`config.mk`:
```
export PLATFORM = sky130hd
export DESIGN_NAME = rsc_regs
export DESIGN_NICKNAME = d
export VERILOG_FILES = /design/src/shared/rsc_pkg.sv /design/src/design/rsc_regs.sv
export SDC_FILE = /design/constraint.sdc
export NUM_CORES = 1
export LEC_CHECK = 0
export BUFFER_PORTS_ARGS = -buffer_cell sky130_fd_sc_hd__buf_2
export CORE_MARGIN = 10
export CORE_UTILIZATION = 57
export DETAILED_ROUTE_END_ITERATION = 8
export GPL_ROUTABILITY_DRIVEN = 0
export PLACE_DENSITY = 0.8
export SLEW_MARGIN = 30
export SYNTH_ARGS = -nofsm -noshare
export SYNTH_HDL_FRONTEND = slang
export SYNTH_SLANG_ARGS = --single-unit
```
`constraint.sdc`:
```
create_clock -name pclk -period 2.8 [get_ports pclk]
set_clock_uncertainty 0.05 [all_clocks]
set_input_delay 0.14 -clock pclk [delete_from_list [all_inputs] [get_ports pclk]]
set_output_delay 0.14 -clock pclk [all_outputs]
set_load 0.03 [all_outputs]
```
`src/shared/rsc_pkg.sv`:
```
// Constants and types for the clock control and status register bank
package rsc_pkg;
    // ========================================
    // Clock and timing
    localparam int unsigned CLK_HZ = 40_000_000;
    localparam int unsigned TEMP_BASE_S = 30;
    localparam int unsigned TEMP_BASE_CYC = TEMP_BASE_S * CLK_HZ;
    localparam int unsigned RELOAD_MS = 100;
    localparam int unsigned RELOAD_CYC = RELOAD_MS * (CLK_HZ / 1000);
    localparam logic [3:0] TEMP_UNITS_MAX = 4'h8;

    // ========================================
    // Register indices, byte address is four times the index
    localparam int ADDR_W = 12;
    localparam int IDX_LSB = 2;
    localparam logic [7:0] IDX_CTRL2 = 8'h01;
    localparam logic [7:0] IDX_CTRL3 = 8'h02;
    localparam logic [7:0] IDX_SQUARE_WAVE_PIN = 8'h0F;
    localparam logic [7:0] IDX_MISC = 8'h20;

    // ========================================
    // Second control register fields
    localparam int C2_TICK = 7;
    localparam int C2_WDT = 6;
    localparam int C2_TSG = 5;
    localparam int C2_ALM = 4;
    localparam int C2_CDT = 3;
    localparam int C2_TIMESTAMP_IRQ_ENABLE = 2;
    localparam int C2_AIE = 1;
    localparam int C2_CDIE = 0;
    localparam logic [7:0] C2_RST = 8'h00;
    localparam logic [7:0] C2_RW_MASK = 8'h07;
    localparam logic [7:0] C2_W0C_MASK = 8'hB8;
    localparam logic [7:0] C2_RO_MASK = 8'h40;

    // ========================================
    // Third control register fields
    localparam int C3_PWR_LSB = 5;
    localparam int C3_SWITCHOVER_STAMP_ENABLE = 4;
    localparam int C3_BF = 3;
    localparam int C3_BLF = 2;
    localparam int C3_BIE = 1;
    localparam int C3_BATTERY_LOW_IRQ_ENABLE = 0;
    localparam logic [7:0] C3_RST = 8'h00;
    localparam logic [7:0] C3_RW_MASK = 8'hF3;
    localparam logic [7:0] C3_W0C_MASK = 8'h08;

    // ========================================
    // Clock output control register fields
    localparam int CO_TCR_LSB = 6;
    localparam int CO_CALIB_RELOAD = 5;
    localparam int CO_COF_LSB = 0;
    localparam logic [7:0] CO_RW_MASK = 8'hC7;
    localparam logic [7:0] CO_RST = 8'h00;
    localparam logic [2:0] COF_REF = 3'h0;
    localparam logic [2:0] COF_1HZ = 3'h6;
    localparam logic [2:0] COF_OFF = 3'h7;
    localparam int DIV_W = 15;
    localparam int DIV_1HZ_BIT = 14;

    // ========================================
    // Misc status register fields
    localparam int MS_BUSY = 0;
    localparam int MS_IRQ = 1;

    typedef enum logic [1:0] {
        RSC_RL_IDLE,
        RSC_RL_ARMED,
        RSC_RL_BUSY
    } rsc_reload_t;
endpackage

```
`src/design/rsc_regs.sv`:
```
// Control and status register bank of the real-time clock, APB slave
// ========================================
// Notes on behaviour
// - Second control register at index 01h, all bits reset to zero.
// - Tick flag sets on tick event; host writes zero to clear it.
// - Watchdog flag sets on watchdog event; host writes never clear it.
// - Timestamp flag sets when timestamp pin pulled low; host clears it.
// - Alarm flag sets on alarm and holds until host clears it.
// - Countdown flag sets on countdown event; host clears it.
// - Timestamp enable gates timestamp flag onto interrupt.
// - Alarm enable gates alarm flag onto interrupt.
// - Countdown enable gates countdown flag onto interrupt.
// - Third control register at index 02h, all bits reset to zero.
// - Bits 7..5 select power management mode.
// - Stamp enable lets a switch-over capture a timestamp.
// - Switch-over flag sets on switch-over; host clears it.
// - Battery low flag follows battery state; writes cannot clear it.
// - Switch-over enable gates switch-over flag onto interrupt.
// - Battery low enable gates battery low flag onto interrupt.
// - Clock output register at 0Fh: period 7..6, frequency 2..0, reset zero.
// - Bits 4 and 3 of clock output register read zero.
// - Reload bit has no reset value and survives resets.
// - Temperature measured after reset, then every 4, 2, 1 min or 30 s.
// - Writing reload bit zero then one starts a reload finishing within 100 ms.
// - Frequency field picks 32768 Hz halving to 1024 Hz, 1 Hz, or off.
//
// Chosen here: the APB register port.
`timescale 1ns/10ps
module rsc_regs
    import rsc_pkg::*;
#(
    parameter int unsigned TEMP_CYC = rsc_pkg::TEMP_BASE_CYC,
    parameter int unsigned RELOAD_CYCLES = rsc_pkg::RELOAD_CYC
) (
    input wire logic pclk,
    input wire logic presetn,
    input wire logic psel,
    input wire logic penable,
    input wire logic pwrite,
    input wire logic [rsc_pkg::ADDR_W-1:0] paddr,
    input wire logic [31:0] pwdata,
    output logic [31:0] prdata,
    output logic pready,
    output logic pslverr,
    input wire logic tick_evt,
    input wire logic wdt_evt,
    input wire logic alarm_evt,
    input wire logic cdown_evt,
    input wire logic switchover_evt,
    input wire logic timestamp_input_n,
    input wire logic battery_low_in,
    input wire logic clk32k_in,
    output logic irq,
    output logic [2:0] power_manage_select,
    output logic switchover_stamp_enable,
    output logic stamp_capture,
    output logic [1:0] temp_period_select,
    output logic temp_measure,
    output logic calib_reload_busy,
    output logic square_wave_pin_o,
    output logic square_wave_pin_oe
);
    import rsc_pkg::*;

    if (TEMP_CYC < 1 || RELOAD_CYCLES < 1) begin : g_chk
        $error("rsc_regs: cycle counts must be at least one");
    end

    // ========================================
    // Pin synchronisers
    logic ts_s1_q, ts_s2_q, ts_s3_q;
    logic bl_s1_q, bl_s2_q;
    logic ck_s1_q, ck_s2_q, ck_s3_q;

    always_ff @(posedge pclk or negedge presetn) begin
        if (!presetn) begin
            ts_s1_q <= 1'b1;
            ts_s2_q <= 1'b1;
            ts_s3_q <= 1'b1;
            bl_s1_q <= 1'b0;
            bl_s2_q <= 1'b0;
            ck_s1_q <= 1'b0;
            ck_s2_q <= 1'b0;
            ck_s3_q <= 1'b0;
        end else begin
            ts_s1_q <= timestamp_input_n;
            ts_s2_q <= ts_s1_q;
            ts_s3_q <= ts_s2_q;
            bl_s1_q <= battery_low_in;
            bl_s2_q <= bl_s1_q;
            ck_s1_q <= clk32k_in;
            ck_s2_q <= ck_s1_q;
            ck_s3_q <= ck_s2_q;
        end
    end

    logic ts_fall;
    assign ts_fall = ts_s3_q & ~ts_s2_q;

    // ========================================
    // APB slave, one wait state per access
    logic pready_q, pready_d, pslverr_q, pslverr_d;
    logic [31:0] prdata_q, prdata_d;
    logic [7:0] idx;
    logic hit, acc, wr_c2, wr_c3, wr_co;
    logic [7:0] c2_q, c2_d, c3_q, c3_d, co_q, co_d;
    logic calib_reload_q, calib_reload_d;
    logic irq_q, irq_d;
    logic busy_q;

    assign idx = paddr[IDX_LSB+:8];
    assign acc = psel & penable & pready_q;
    assign wr_c2 = acc & pwrite & (idx == IDX_CTRL2);
    assign wr_c3 = acc & pwrite & (idx == IDX_CTRL3);
    assign wr_co = acc & pwrite & (idx == IDX_SQUARE_WAVE_PIN);

    always_comb begin
        logic [7:0] rd;
        rd = 8'h00;
        hit = 1'b1;
        if (paddr[IDX_LSB-1:0] != '0) begin
            hit = 1'b0;
        end else if (idx == IDX_CTRL2) begin
            rd = c2_q;
        end else if (idx == IDX_CTRL3) begin
            rd = c3_q;
        end else if (idx == IDX_SQUARE_WAVE_PIN) begin
            rd = co_q & CO_RW_MASK;
            rd[CO_CALIB_RELOAD] = calib_reload_q;
        end else if (idx == IDX_MISC) begin
            rd[MS_BUSY] = busy_q;
            rd[MS_IRQ] = irq_q;
        end else begin
            hit = 1'b0;
        end
        pready_d = psel & penable & ~pready_q;
        pslverr_d = pready_d & ~hit;
        prdata_d = (pready_d & ~pwrite & hit) ? {24'h000000, rd} : 32'h00000000;
    end

    always_ff @(posedge pclk or negedge presetn) begin
        if (!presetn) begin
            pready_q <= 1'b0;
            pslverr_q <= 1'b0;
            prdata_q <= 32'h00000000;
        end else begin
            pready_q <= pready_d;
            pslverr_q <= pslverr_d;
            prdata_q <= prdata_d;
        end
    end

    // ========================================
    // Control registers and interrupt
    logic [7:0] c2_evt, c3_evt;
    logic stamp_q, stamp_d;

    always_comb begin
        c2_evt = 8'h00;
        c2_evt[C2_TICK] = tick_evt;
        c2_evt[C2_WDT] = wdt_evt;
        c2_evt[C2_TSG] = ts_fall;
        c2_evt[C2_ALM] = alarm_evt;
        c2_evt[C2_CDT] = cdown_evt;
        c3_evt = 8'h00;
        c3_evt[C3_BF] = switchover_evt;
        c2_d = c2_q;
        if (wr_c2) begin
            // Write zero clears a flag, write one leaves it
            c2_d = (c2_q & C2_RO_MASK) | (c2_q & pwdata[7:0] & C2_W0C_MASK)
                | (pwdata[7:0] & C2_RW_MASK);
        end
        c2_d = c2_d | c2_evt; // Set wins over a clear in the same cycle
        c3_d = c3_q;
        if (wr_c3) begin
            c3_d = (c3_q & C3_W0C_MASK & pwdata[7:0]) | (pwdata[7:0] & C3_RW_MASK);
        end
        c3_d = c3_d | c3_evt;
        c3_d[C3_BLF] = bl_s2_q;
        co_d = co_q;
        if (wr_co) begin
            co_d = pwdata[7:0] & CO_RW_MASK;
        end
        stamp_d = switchover_evt & c3_q[C3_SWITCHOVER_STAMP_ENABLE];
        irq_d = (c2_q[C2_TICK])
            | (c2_q[C2_TSG] & c2_q[C2_TIMESTAMP_IRQ_ENABLE])
            | (c2_q[C2_ALM] & c2_q[C2_AIE])
            | (c2_q[C2_CDT] & c2_q[C2_CDIE])
            | (c3_q[C3_BF] & c3_q[C3_BIE])
            | (c3_q[C3_BLF] & c3_q[C3_BATTERY_LOW_IRQ_ENABLE]);
    end

    always_ff @(posedge pclk or negedge presetn) begin
        if (!presetn) begin
            c2_q <= C2_RST;
            c3_q <= C3_RST;
            co_q <= CO_RST;
            stamp_q <= 1'b0;
            irq_q <= 1'b0;
        end else begin
            c2_q <= c2_d;
            c3_q <= c3_d;
            co_q <= co_d;
            stamp_q <= stamp_d;
            irq_q <= irq_d;
        end
    end

    // Reload bit is kept through resets, so it has no reset branch
    always_comb begin
        calib_reload_d = wr_co ? pwdata[CO_CALIB_RELOAD] : calib_reload_q;
    end

    always_ff @(posedge pclk) begin
        calib_reload_q <= calib_reload_d;
    end

    // ========================================
    // Calibration reload sequence
    rsc_reload_t rl_q, rl_d;
    logic [31:0] rl_cnt_q, rl_cnt_d;
    logic busy_d;

    always_comb begin
        rl_d = rl_q;
        rl_cnt_d = rl_cnt_q;
        case (rl_q)
            RSC_RL_IDLE: begin
                if (wr_co && !pwdata[CO_CALIB_RELOAD]) begin
                    rl_d = RSC_RL_ARMED;
                end
            end
            RSC_RL_ARMED: begin
                if (wr_co && pwdata[CO_CALIB_RELOAD]) begin
                    rl_d = RSC_RL_BUSY;
                    rl_cnt_d = 32'h00000000;
                end
            end
            RSC_RL_BUSY: begin
                if (rl_cnt_q >= RELOAD_CYCLES - 1) begin
                    rl_d = RSC_RL_IDLE;
                end else begin
                    rl_cnt_d = rl_cnt_q + 32'h00000001;
                end
            end
            default: begin
                rl_d = RSC_RL_IDLE;
            end
        endcase
        busy_d = (rl_d == RSC_RL_BUSY);
    end

    always_ff @(posedge pclk or negedge presetn) begin
        if (!presetn) begin
            rl_q <= RSC_RL_IDLE;
            rl_cnt_q <= 32'h00000000;
            busy_q <= 1'b0;
        end else begin
            rl_q <= rl_d;
            rl_cnt_q <= rl_cnt_d;
            busy_q <= busy_d;
        end
    end

    // ========================================
    // Temperature measurement pacing in 30 s units
    logic [31:0] tb_cnt_q, tb_cnt_d;
    logic [3:0] tu_cnt_q, tu_cnt_d, tu_max;
    logic first_q, first_d, temp_q, temp_d;

    always_comb begin
        tu_max = TEMP_UNITS_MAX >> co_q[CO_TCR_LSB+:2];
        tb_cnt_d = tb_cnt_q + 32'h00000001;
        tu_cnt_d = tu_cnt_q;
        temp_d = 1'b0;
        first_d = 1'b0;
        if (first_q) begin
            temp_d = 1'b1;
            tb_cnt_d = 32'h00000000;
            tu_cnt_d = 4'h0;
        end else if (tb_cnt_q >= TEMP_CYC - 1) begin
            tb_cnt_d = 32'h00000000;
            if (tu_cnt_q + 4'h1 >= tu_max) begin
                tu_cnt_d = 4'h0;
                temp_d = 1'b1;
            end else begin
                tu_cnt_d = tu_cnt_q + 4'h1;
            end
        end
    end

    always_ff @(posedge pclk or negedge presetn) begin
        if (!presetn) begin
            tb_cnt_q <= 32'h00000000;
            tu_cnt_q <= 4'h0;
            first_q <= 1'b1;
            temp_q <= 1'b0;
        end else begin
            tb_cnt_q <= tb_cnt_d;
            tu_cnt_q <= tu_cnt_d;
            first_q <= first_d;
            temp_q <= temp_d;
        end
    end

    // ========================================
    // Square wave output, open drain, pulls low only
    logic [DIV_W-1:0] div_q, div_d;
    logic sq_oe_q, sq_oe_d;

    always_comb begin
        logic lvl;
        logic [2:0] cof;
        lvl = 1'b1;
        cof = co_q[CO_COF_LSB+:3];
        div_d = (ck_s2_q & ~ck_s3_q) ? div_q + 15'h0001 : div_q;
        if (cof == COF_REF) begin
            lvl = ck_s3_q;
        end else if (cof == COF_1HZ) begin
            lvl = div_q[DIV_1HZ_BIT];
        end else if (cof != COF_OFF) begin
            lvl = div_q[cof - 3'h1];
        end
        sq_oe_d = (cof != COF_OFF) & ~lvl;
    end

    always_ff @(posedge pclk or negedge presetn) begin
        if (!presetn) begin
            div_q <= '0;
            sq_oe_q <= 1'b0;
        end else begin
            div_q <= div_d;
            sq_oe_q <= sq_oe_d;
        end
    end

    // ========================================
    // Outputs
    assign prdata = prdata_q;
    assign pready = pready_q;
    assign pslverr = pslverr_q;
    assign irq = irq_q;
    assign power_manage_select = c3_q[C3_PWR_LSB+:3];
    assign switchover_stamp_enable = c3_q[C3_SWITCHOVER_STAMP_ENABLE];
    assign stamp_capture = stamp_q;
    assign temp_period_select = co_q[CO_TCR_LSB+:2];
    assign temp_measure = temp_q;
    assign calib_reload_busy = busy_q;
    assign square_wave_pin_o = 1'b0;
    assign square_wave_pin_oe = sq_oe_q;
endmodule

```
After elaboration in Yosys (flattened, before gate mapping)
Index checks and enable logic that the tools add are counted.
{"block": "op_classes", "add_sub_neg": 5, "order_cmp": 4, "eq_ne": 11, "n_shift": 1, "muxes": 34, "bitwise": 37, "n_reduce_logical": 9}
{"op": "2-to-1 mux 32 bit", "n": 4}
{"op": "adder 32 x 1 -> 32 bit (second input constant)", "n": 2}
{"op": "one-hot mux 32 bit (2 select lines)", "n": 1}
{"op": "2-to-1 mux 8 bit", "n": 6}
{"op": ">= comparator 32 x 22 -> 1 bit (second input constant)", "n": 1}
{"op": ">= comparator 32 x 31 -> 1 bit (second input constant)", "n": 1}
{"op": "bitwise AND 1 bit", "n": 19}
{"op": "OR 8 bit", "n": 2}
{"op": "adder 15 x 1 -> 15 bit (second input constant)", "n": 1}
{"op": "2-to-1 mux 1 bit", "n": 12}
{"op": "2-to-1 mux 4 bit", "n": 3}
{"op": "2-to-1 mux 2 bit", "n": 5}
{"op": "bitwise AND 4 x 8 -> 8 bit", "n": 1}
{"op": "bitwise AND 8 bit", "n": 1}
{"op": "== test 8 x 1 -> 1 bit (second input constant)", "n": 1}
{"op": "== test 8 x 2 -> 1 bit (second input constant)", "n": 1}
{"op": "== test 8 x 4 -> 1 bit (second input constant)", "n": 1}
{"op": "== test 8 x 6 -> 1 bit (second input constant)", "n": 1}
{"op": "OR 7 x 8 -> 8 bit", "n": 1}
{"op": "OR 8 x 3 -> 8 bit", "n": 1}
{"op": "OR 8 x 4 -> 8 bit", "n": 1}
{"op": "2-to-1 mux 6 bit", "n": 1}
{"op": "inverter 1 bit", "n": 6}
{"op": "one-hot mux 2 bit (3 select lines)", "n": 1}
{"op": "other kinds (18)", "n": 27}
{"block": "totals", "regBits": 131, "input_bits": 57, "output_inout_bits": 46, "word_cells": 127}

Depth between registers and ports, before layout
{"block": "depth", "ltp_word": 8, "depth_mapped": 9, "depth_no_buf": 8}

Worst setup path after synthesis
No wires, ideal clock.
{"block": "synth_timing", "path_kind": "flip-flop to flip-flop", "from": "reg tb_cnt_q[0]", "to": "reg tb_cnt_q[22]", "setup_ns": 0.132, "arrival_ns": 2.126, "t_required_ns": 2.618, "slack_ns": 0.492, "stages_incl_launch_ff": 10, "path_buffers": 2, "period_less_slack_ns": 2.308, "cell_sequence": "dfrtp_1 > ha_1 > nand4_1 > nor3_1 > a21oi_1 > o41a_1 > nand2b_1 > buf_2 > clkbuf_1 > nor2_1"}
{"block": "synth_via", "elab_chain_len": 3, "word_cells_on_any_way": 4, "cone_classes": "1 x add/sub; 1 x order compare; 2 x mux"}
{"element": "from (decl)", "line_no": "rsc_regs.sv:267", "text": "logic [31:0] tb_cnt_q, tb_cnt_d;"}
{"element": "from (signal assigned)", "line_no": "rsc_regs.sv:299", "text": "tb_cnt_q <= tb_cnt_d;"}
{"element": "adder 32 x 1 -> 32 bit / >= comparator 32 x 31 -> 1 bit (equally long branches)", "line_no": "rsc_regs.sv:273, rsc_regs.sv:281"}
{"element": "2-to-1 mux 32 bit *", "line_no": "rsc_regs.sv:281", "text": "end else if (tb_cnt_q >= TEMP_CYC - 1) begin"}
{"element": "2-to-1 mux 32 bit *", "line_no": "rsc_regs.sv:277", "text": "if (first_q) begin"}
{"element": "via tb_cnt_d[22]", "line_no": "rsc_regs.sv:267"}
Mark *: on every way through the listed nets, which the timed path passes. The rest lies on a longest branch.
A chain may end at the register's enable or synchronous reset.

Final worst setup path
{"block": "layout_timing", "from": "reg tb_cnt_q[0]", "to": "reg tu_cnt_q[3]"}
{"block": "layout_via", "elab_chain_len": 2}
{"element": ">= comparator 32 x 31 -> 1 bit", "line_no": "rsc_regs.sv:281"}
{"element": "nonzero test 2 bit (no source line)"}
{"element": "to (signal assigned)", "line_no": "rsc_regs.sv:300", "text": "tu_cnt_q <= tu_cnt_d;"}
{"element": "to (decl)", "line_no": "rsc_regs.sv:268", "text": "logic [3:0] tu_cnt_q, tu_cnt_d, tu_max;"}
Every way passes these cells.

==> insert_results.sql <==
INSERT INTO impl_metrics (metric_group, metric, value, unit) VALUES
('routing', 'post-route-drc-count', '0', ''),
('logic_synthesis', 'synth_xor_xnor_area_share', '0.0816', ''),
('worst_setup_path', 'timing.setup.critical_path_class', 'reg -> reg', ''),
('worst_hold_path', 'min_delay_worst_type', 'in -> reg', ''),
('sta', 'worst_pin_slew', '703', 'ps'),
('sta', 'timing.setup.tns', '0', 'ps'),
('logic_synthesis', 'synth-edff-count', '1', ''),
('sta', 'setup_slack', '311', 'ps'),
('grt', 'global_route.peak_usage_layer', 'met2', ''),
('floorplan', 'floorplan.io_pins', '103', ''),
('power', 'clock_power_share', '0.488', ''),
('power', 'leakagePower', '3.48', 'nW'),
('worst_setup_path', 'critical_path.endpoint_type', 'flop', ''),
('floorplan', 'start_util', '0.578', ''),
('worst_setup_path', 'path_max_fanout', '7', ''),
('sta', 'max_freq', '402', 'MHz'),
('placement', 'pre_cts_slack', '282', 'ps'),
('logic_synthesis', 'synth_seq_area_share', '0.502', ''),
('routing', 'drt-initial-drc-count', '339', ''),
('clock_tree', 'cts-root-to-sink-buffers', '2', ''),
('logic_synthesis', 'dominantRegCellSynth', 'sky130_fd_sc_hd__dfrtp_1', ''),
('grt', 'grt.met1_usage', '0.215', ''),
('power', 'power_switching', '0.00106', 'W'),
('cells_and_area', 'fin_nets', '793', ''),
('placement', 'io_buffer_count', '51', ''),
('worst_setup_path', 'worstPathRequired', '3050', 'ps'),
('grt', 'first_global_vias', '5252', ''),
('power', 'ir_worst_vdd', '0.509', 'mV'),
('floorplan', 'row_count', '39', ''),
('power', 'comb_power_share', '0.072', ''),
('worst_setup_path', 'startpoint_type', 'flop', ''),
('sta', 'number_of_slew_limit_violations_in_the_final_report', '0', ''),
('logic_synthesis', 'ys_async_sr_fraction', '0.992', ''),
('grt', 'globalRouteTotalUtil', '0.184', ''),
('sta', 'timing.final.crit_share', '0.889', ''),
('cells_and_area', 'post_route_cells_drive_above_1_share', '0.181', ''),
('sta', 'fin_crit', '2490', 'ps'),
('cells_and_area', 'fillerInstances', '794', ''),
('logic_synthesis', 'synthSimpleGateAreaFrac', '0.202', ''),
('grt', 'grt_start_max_net_pins', '60', ''),
('sta', 'worst_hold_slack', '93.9', 'ps'),
('floorplan', 'chipWidth', '127', 'um'),
('power', 'internal-power', '0.00356', 'W'),
('floorplan', 'die_h', '127', 'um'),
('grt', 'globalRoute.totalOverflow', '0', ''),
('clock_tree', 'cts_htree_levels', '4', ''),
('logic_synthesis', 'synthesized_area_per_cell', '10.3', 'um^2'),
('routing', 'first_pass_drt_iterations', '6', ''),
('routing', 'detail_route.vias_per_cell', '5.63', ''),
('power', 'power_density', '599', 'mW/mm^2'),
('clock_tree', 'cts_root_buf', 'sky130_fd_sc_hd__clkbuf_16', ''),
('clock_tree', 'clock_transition_at_the_register_clock_pins_on_the_worst_setup_and_hold_paths_after_cts', '50', 'ps'),
('routing', 'vias', '4936', ''),
('logic_synthesis', 'post_synth_num_cell_types', '67', ''),
('logic_synthesis', 'post_synth_main_area_contributors', 'sky130_fd_sc_hd__dfrtp_1 (48%), sky130_fd_sc_hd__xnor2_1 (5.9%), sky130_fd_sc_hd__nor2_1 (4.8%)', ''),
('floorplan', 'core_area', '0.0113', 'mm^2'),
('logic_synthesis', 'combinational_family_with_the_most_area_after_synthesis', 'simple AND/OR/NAND/NOR gates', ''),
('sta', 'hold_viol', '0', ''),
('run_status', 'status', 'completed', ''),
('logic_synthesis', 'yosys_register_bits', '131', ''),
('placement', 'hpwl', '9.57', 'mm'),
('sta', 'finalSetupViolCount', '0', ''),
('floorplan', 'die_area', '0.0162', 'mm^2'),
('logic_synthesis', 'synth_fa_ha_area_frac', '0.0306', ''),
('cells_and_area', 'multiInputGateArea', '0.00297', 'mm^2'),
('logic_synthesis', 'synth_area_leader_cell', 'sky130_fd_sc_hd__dfrtp_1', ''),
('clock_tree', 'cts_tree', 'built', ''),
('logic_synthesis', 'post-synth-top-count-cell', 'sky130_fd_sc_hd__dfrtp_1', ''),
('cells_and_area', 'layout-area-overhead-vs-synth', '17.7', '%'),
('routing', 'final_antenna_net_count', '0', ''),
('grt', 'grt_pass1_wl', '24.8', 'mm');
-- layer usage --
metal  vias up  wire length (um)  share of wire
met1      2426              6080           0.42
met3        28               672          0.046
met2       154              7520           0.52
li1       2328                 -              -
met4         0               295          0.020
met5         -                 0              0
-- cells by family (layout without fill, tap and decap cells) --
logic type      Yosys count  count (layout)
other cells               1              27
xor+xnor                 61              61
compound gates           79              79
buf+inv                  63             136
simple gates            266             266
mux                      17              17
fa+ha+maj                16              16
flops                   131             131
-- state kept, by name (all words and copies together), names as in the netlist, 2 cells and up --
signal	count
div_q	15
tb_cnt_q	32
rl_cnt_q	32
co_q	5
tu_cnt_q	4
rl_q	2
prdata	8
c3_q	8
c2_q	8
-- placed cells by master, fill, tap and decap left out, drive strengths merged, types with 15 or more instances in the layout --
cell type    instances
nand3               27
xnor2               44
dfrtp              126
inv                 16
clkbuf              23
nand2               49
nand4               17
conb                27
ha                  16
dlygate4sd3         22
and3                15
xor2                17
o21ai               15
a21oi               19
buf                 66
nor2                86
-- layout make-up --
cell class                      instances  area share
Timing Repair Buffer                   88      0.0783
Multi-Input combinational cell        466       0.385
Tap cell                              143      0.0232
Sequential cell                       131       0.427
Inverter                               16     0.00779
Clock buffer                           23      0.0620
Clock inverter                          9      0.0166
-- worst paths after layout --
kind                             start          end  slack [ps]  cells past startpoint
max                        tb_cnt_q[0]  tu_cnt_q[3]         310                      7
min                           paddr[0]      pslverr          90                      5
max reg2reg                tb_cnt_q[0]  tu_cnt_q[3]         310                      7
min reg2reg                    bl_s1_q      bl_s2_q         300                      0
max in group asynchronous      presetn      ts_s3_q        1620                      3
min in group asynchronous      presetn  tb_cnt_q[7]         280                      2
-- worst max-delay path, cell delays in order, from the launching register on --
cell and delay [ps]:
sky130_fd_sc_hd__dfrtp_1 380, sky130_fd_sc_hd__ha_1 210, sky130_fd_sc_hd__nand4_1 240, sky130_fd_sc_hd__nor3_2 290
sky130_fd_sc_hd__a21oi_1 120, sky130_fd_sc_hd__o41a_1 480, sky130_fd_sc_hd__nand2b_1 230, sky130_fd_sc_hd__mux2_2 370
-- timing repair --
item | CTS | global route
setup endpoints to repair | 0 | 2
setup buffers | 0 | 0
hold endpoints to repair | 77 | 0
resized for setup | 0 | 1
hold buffers | 22 | 0
-- power by group through the flow --
| stage | Combinational [W] | Clock, W | Sequential (W) |
|---|---|---|---|
| floorplan | 0.000204 | 0 | 0.00206 |
| global placement | 0.000292 | 0 | 0.00206 |
| detailed placement | 0.000309 | 0 | 0.00206 |
| CTS | 0.000333 | 0.00228 | 0.00203 |
| global route | 0.000373 | 0.00236 | 0.00204 |
| finish | 0.000333 | 0.00225 | 0.00203 |
-- through the flow --
stage	instance area [um^2]	std cells	power (W)	utilization
floorplan	6650	660	0.00227	-
global placement	6870	822	0.00235	0.607
detailed placement	6870	822	0.00237	0.607
CTS	7700	876	0.00464	0.680
global route	7700	876	0.00477	0.681
finish	7700	876	0.00462	0.681
(Power assumes the default switching activity.)
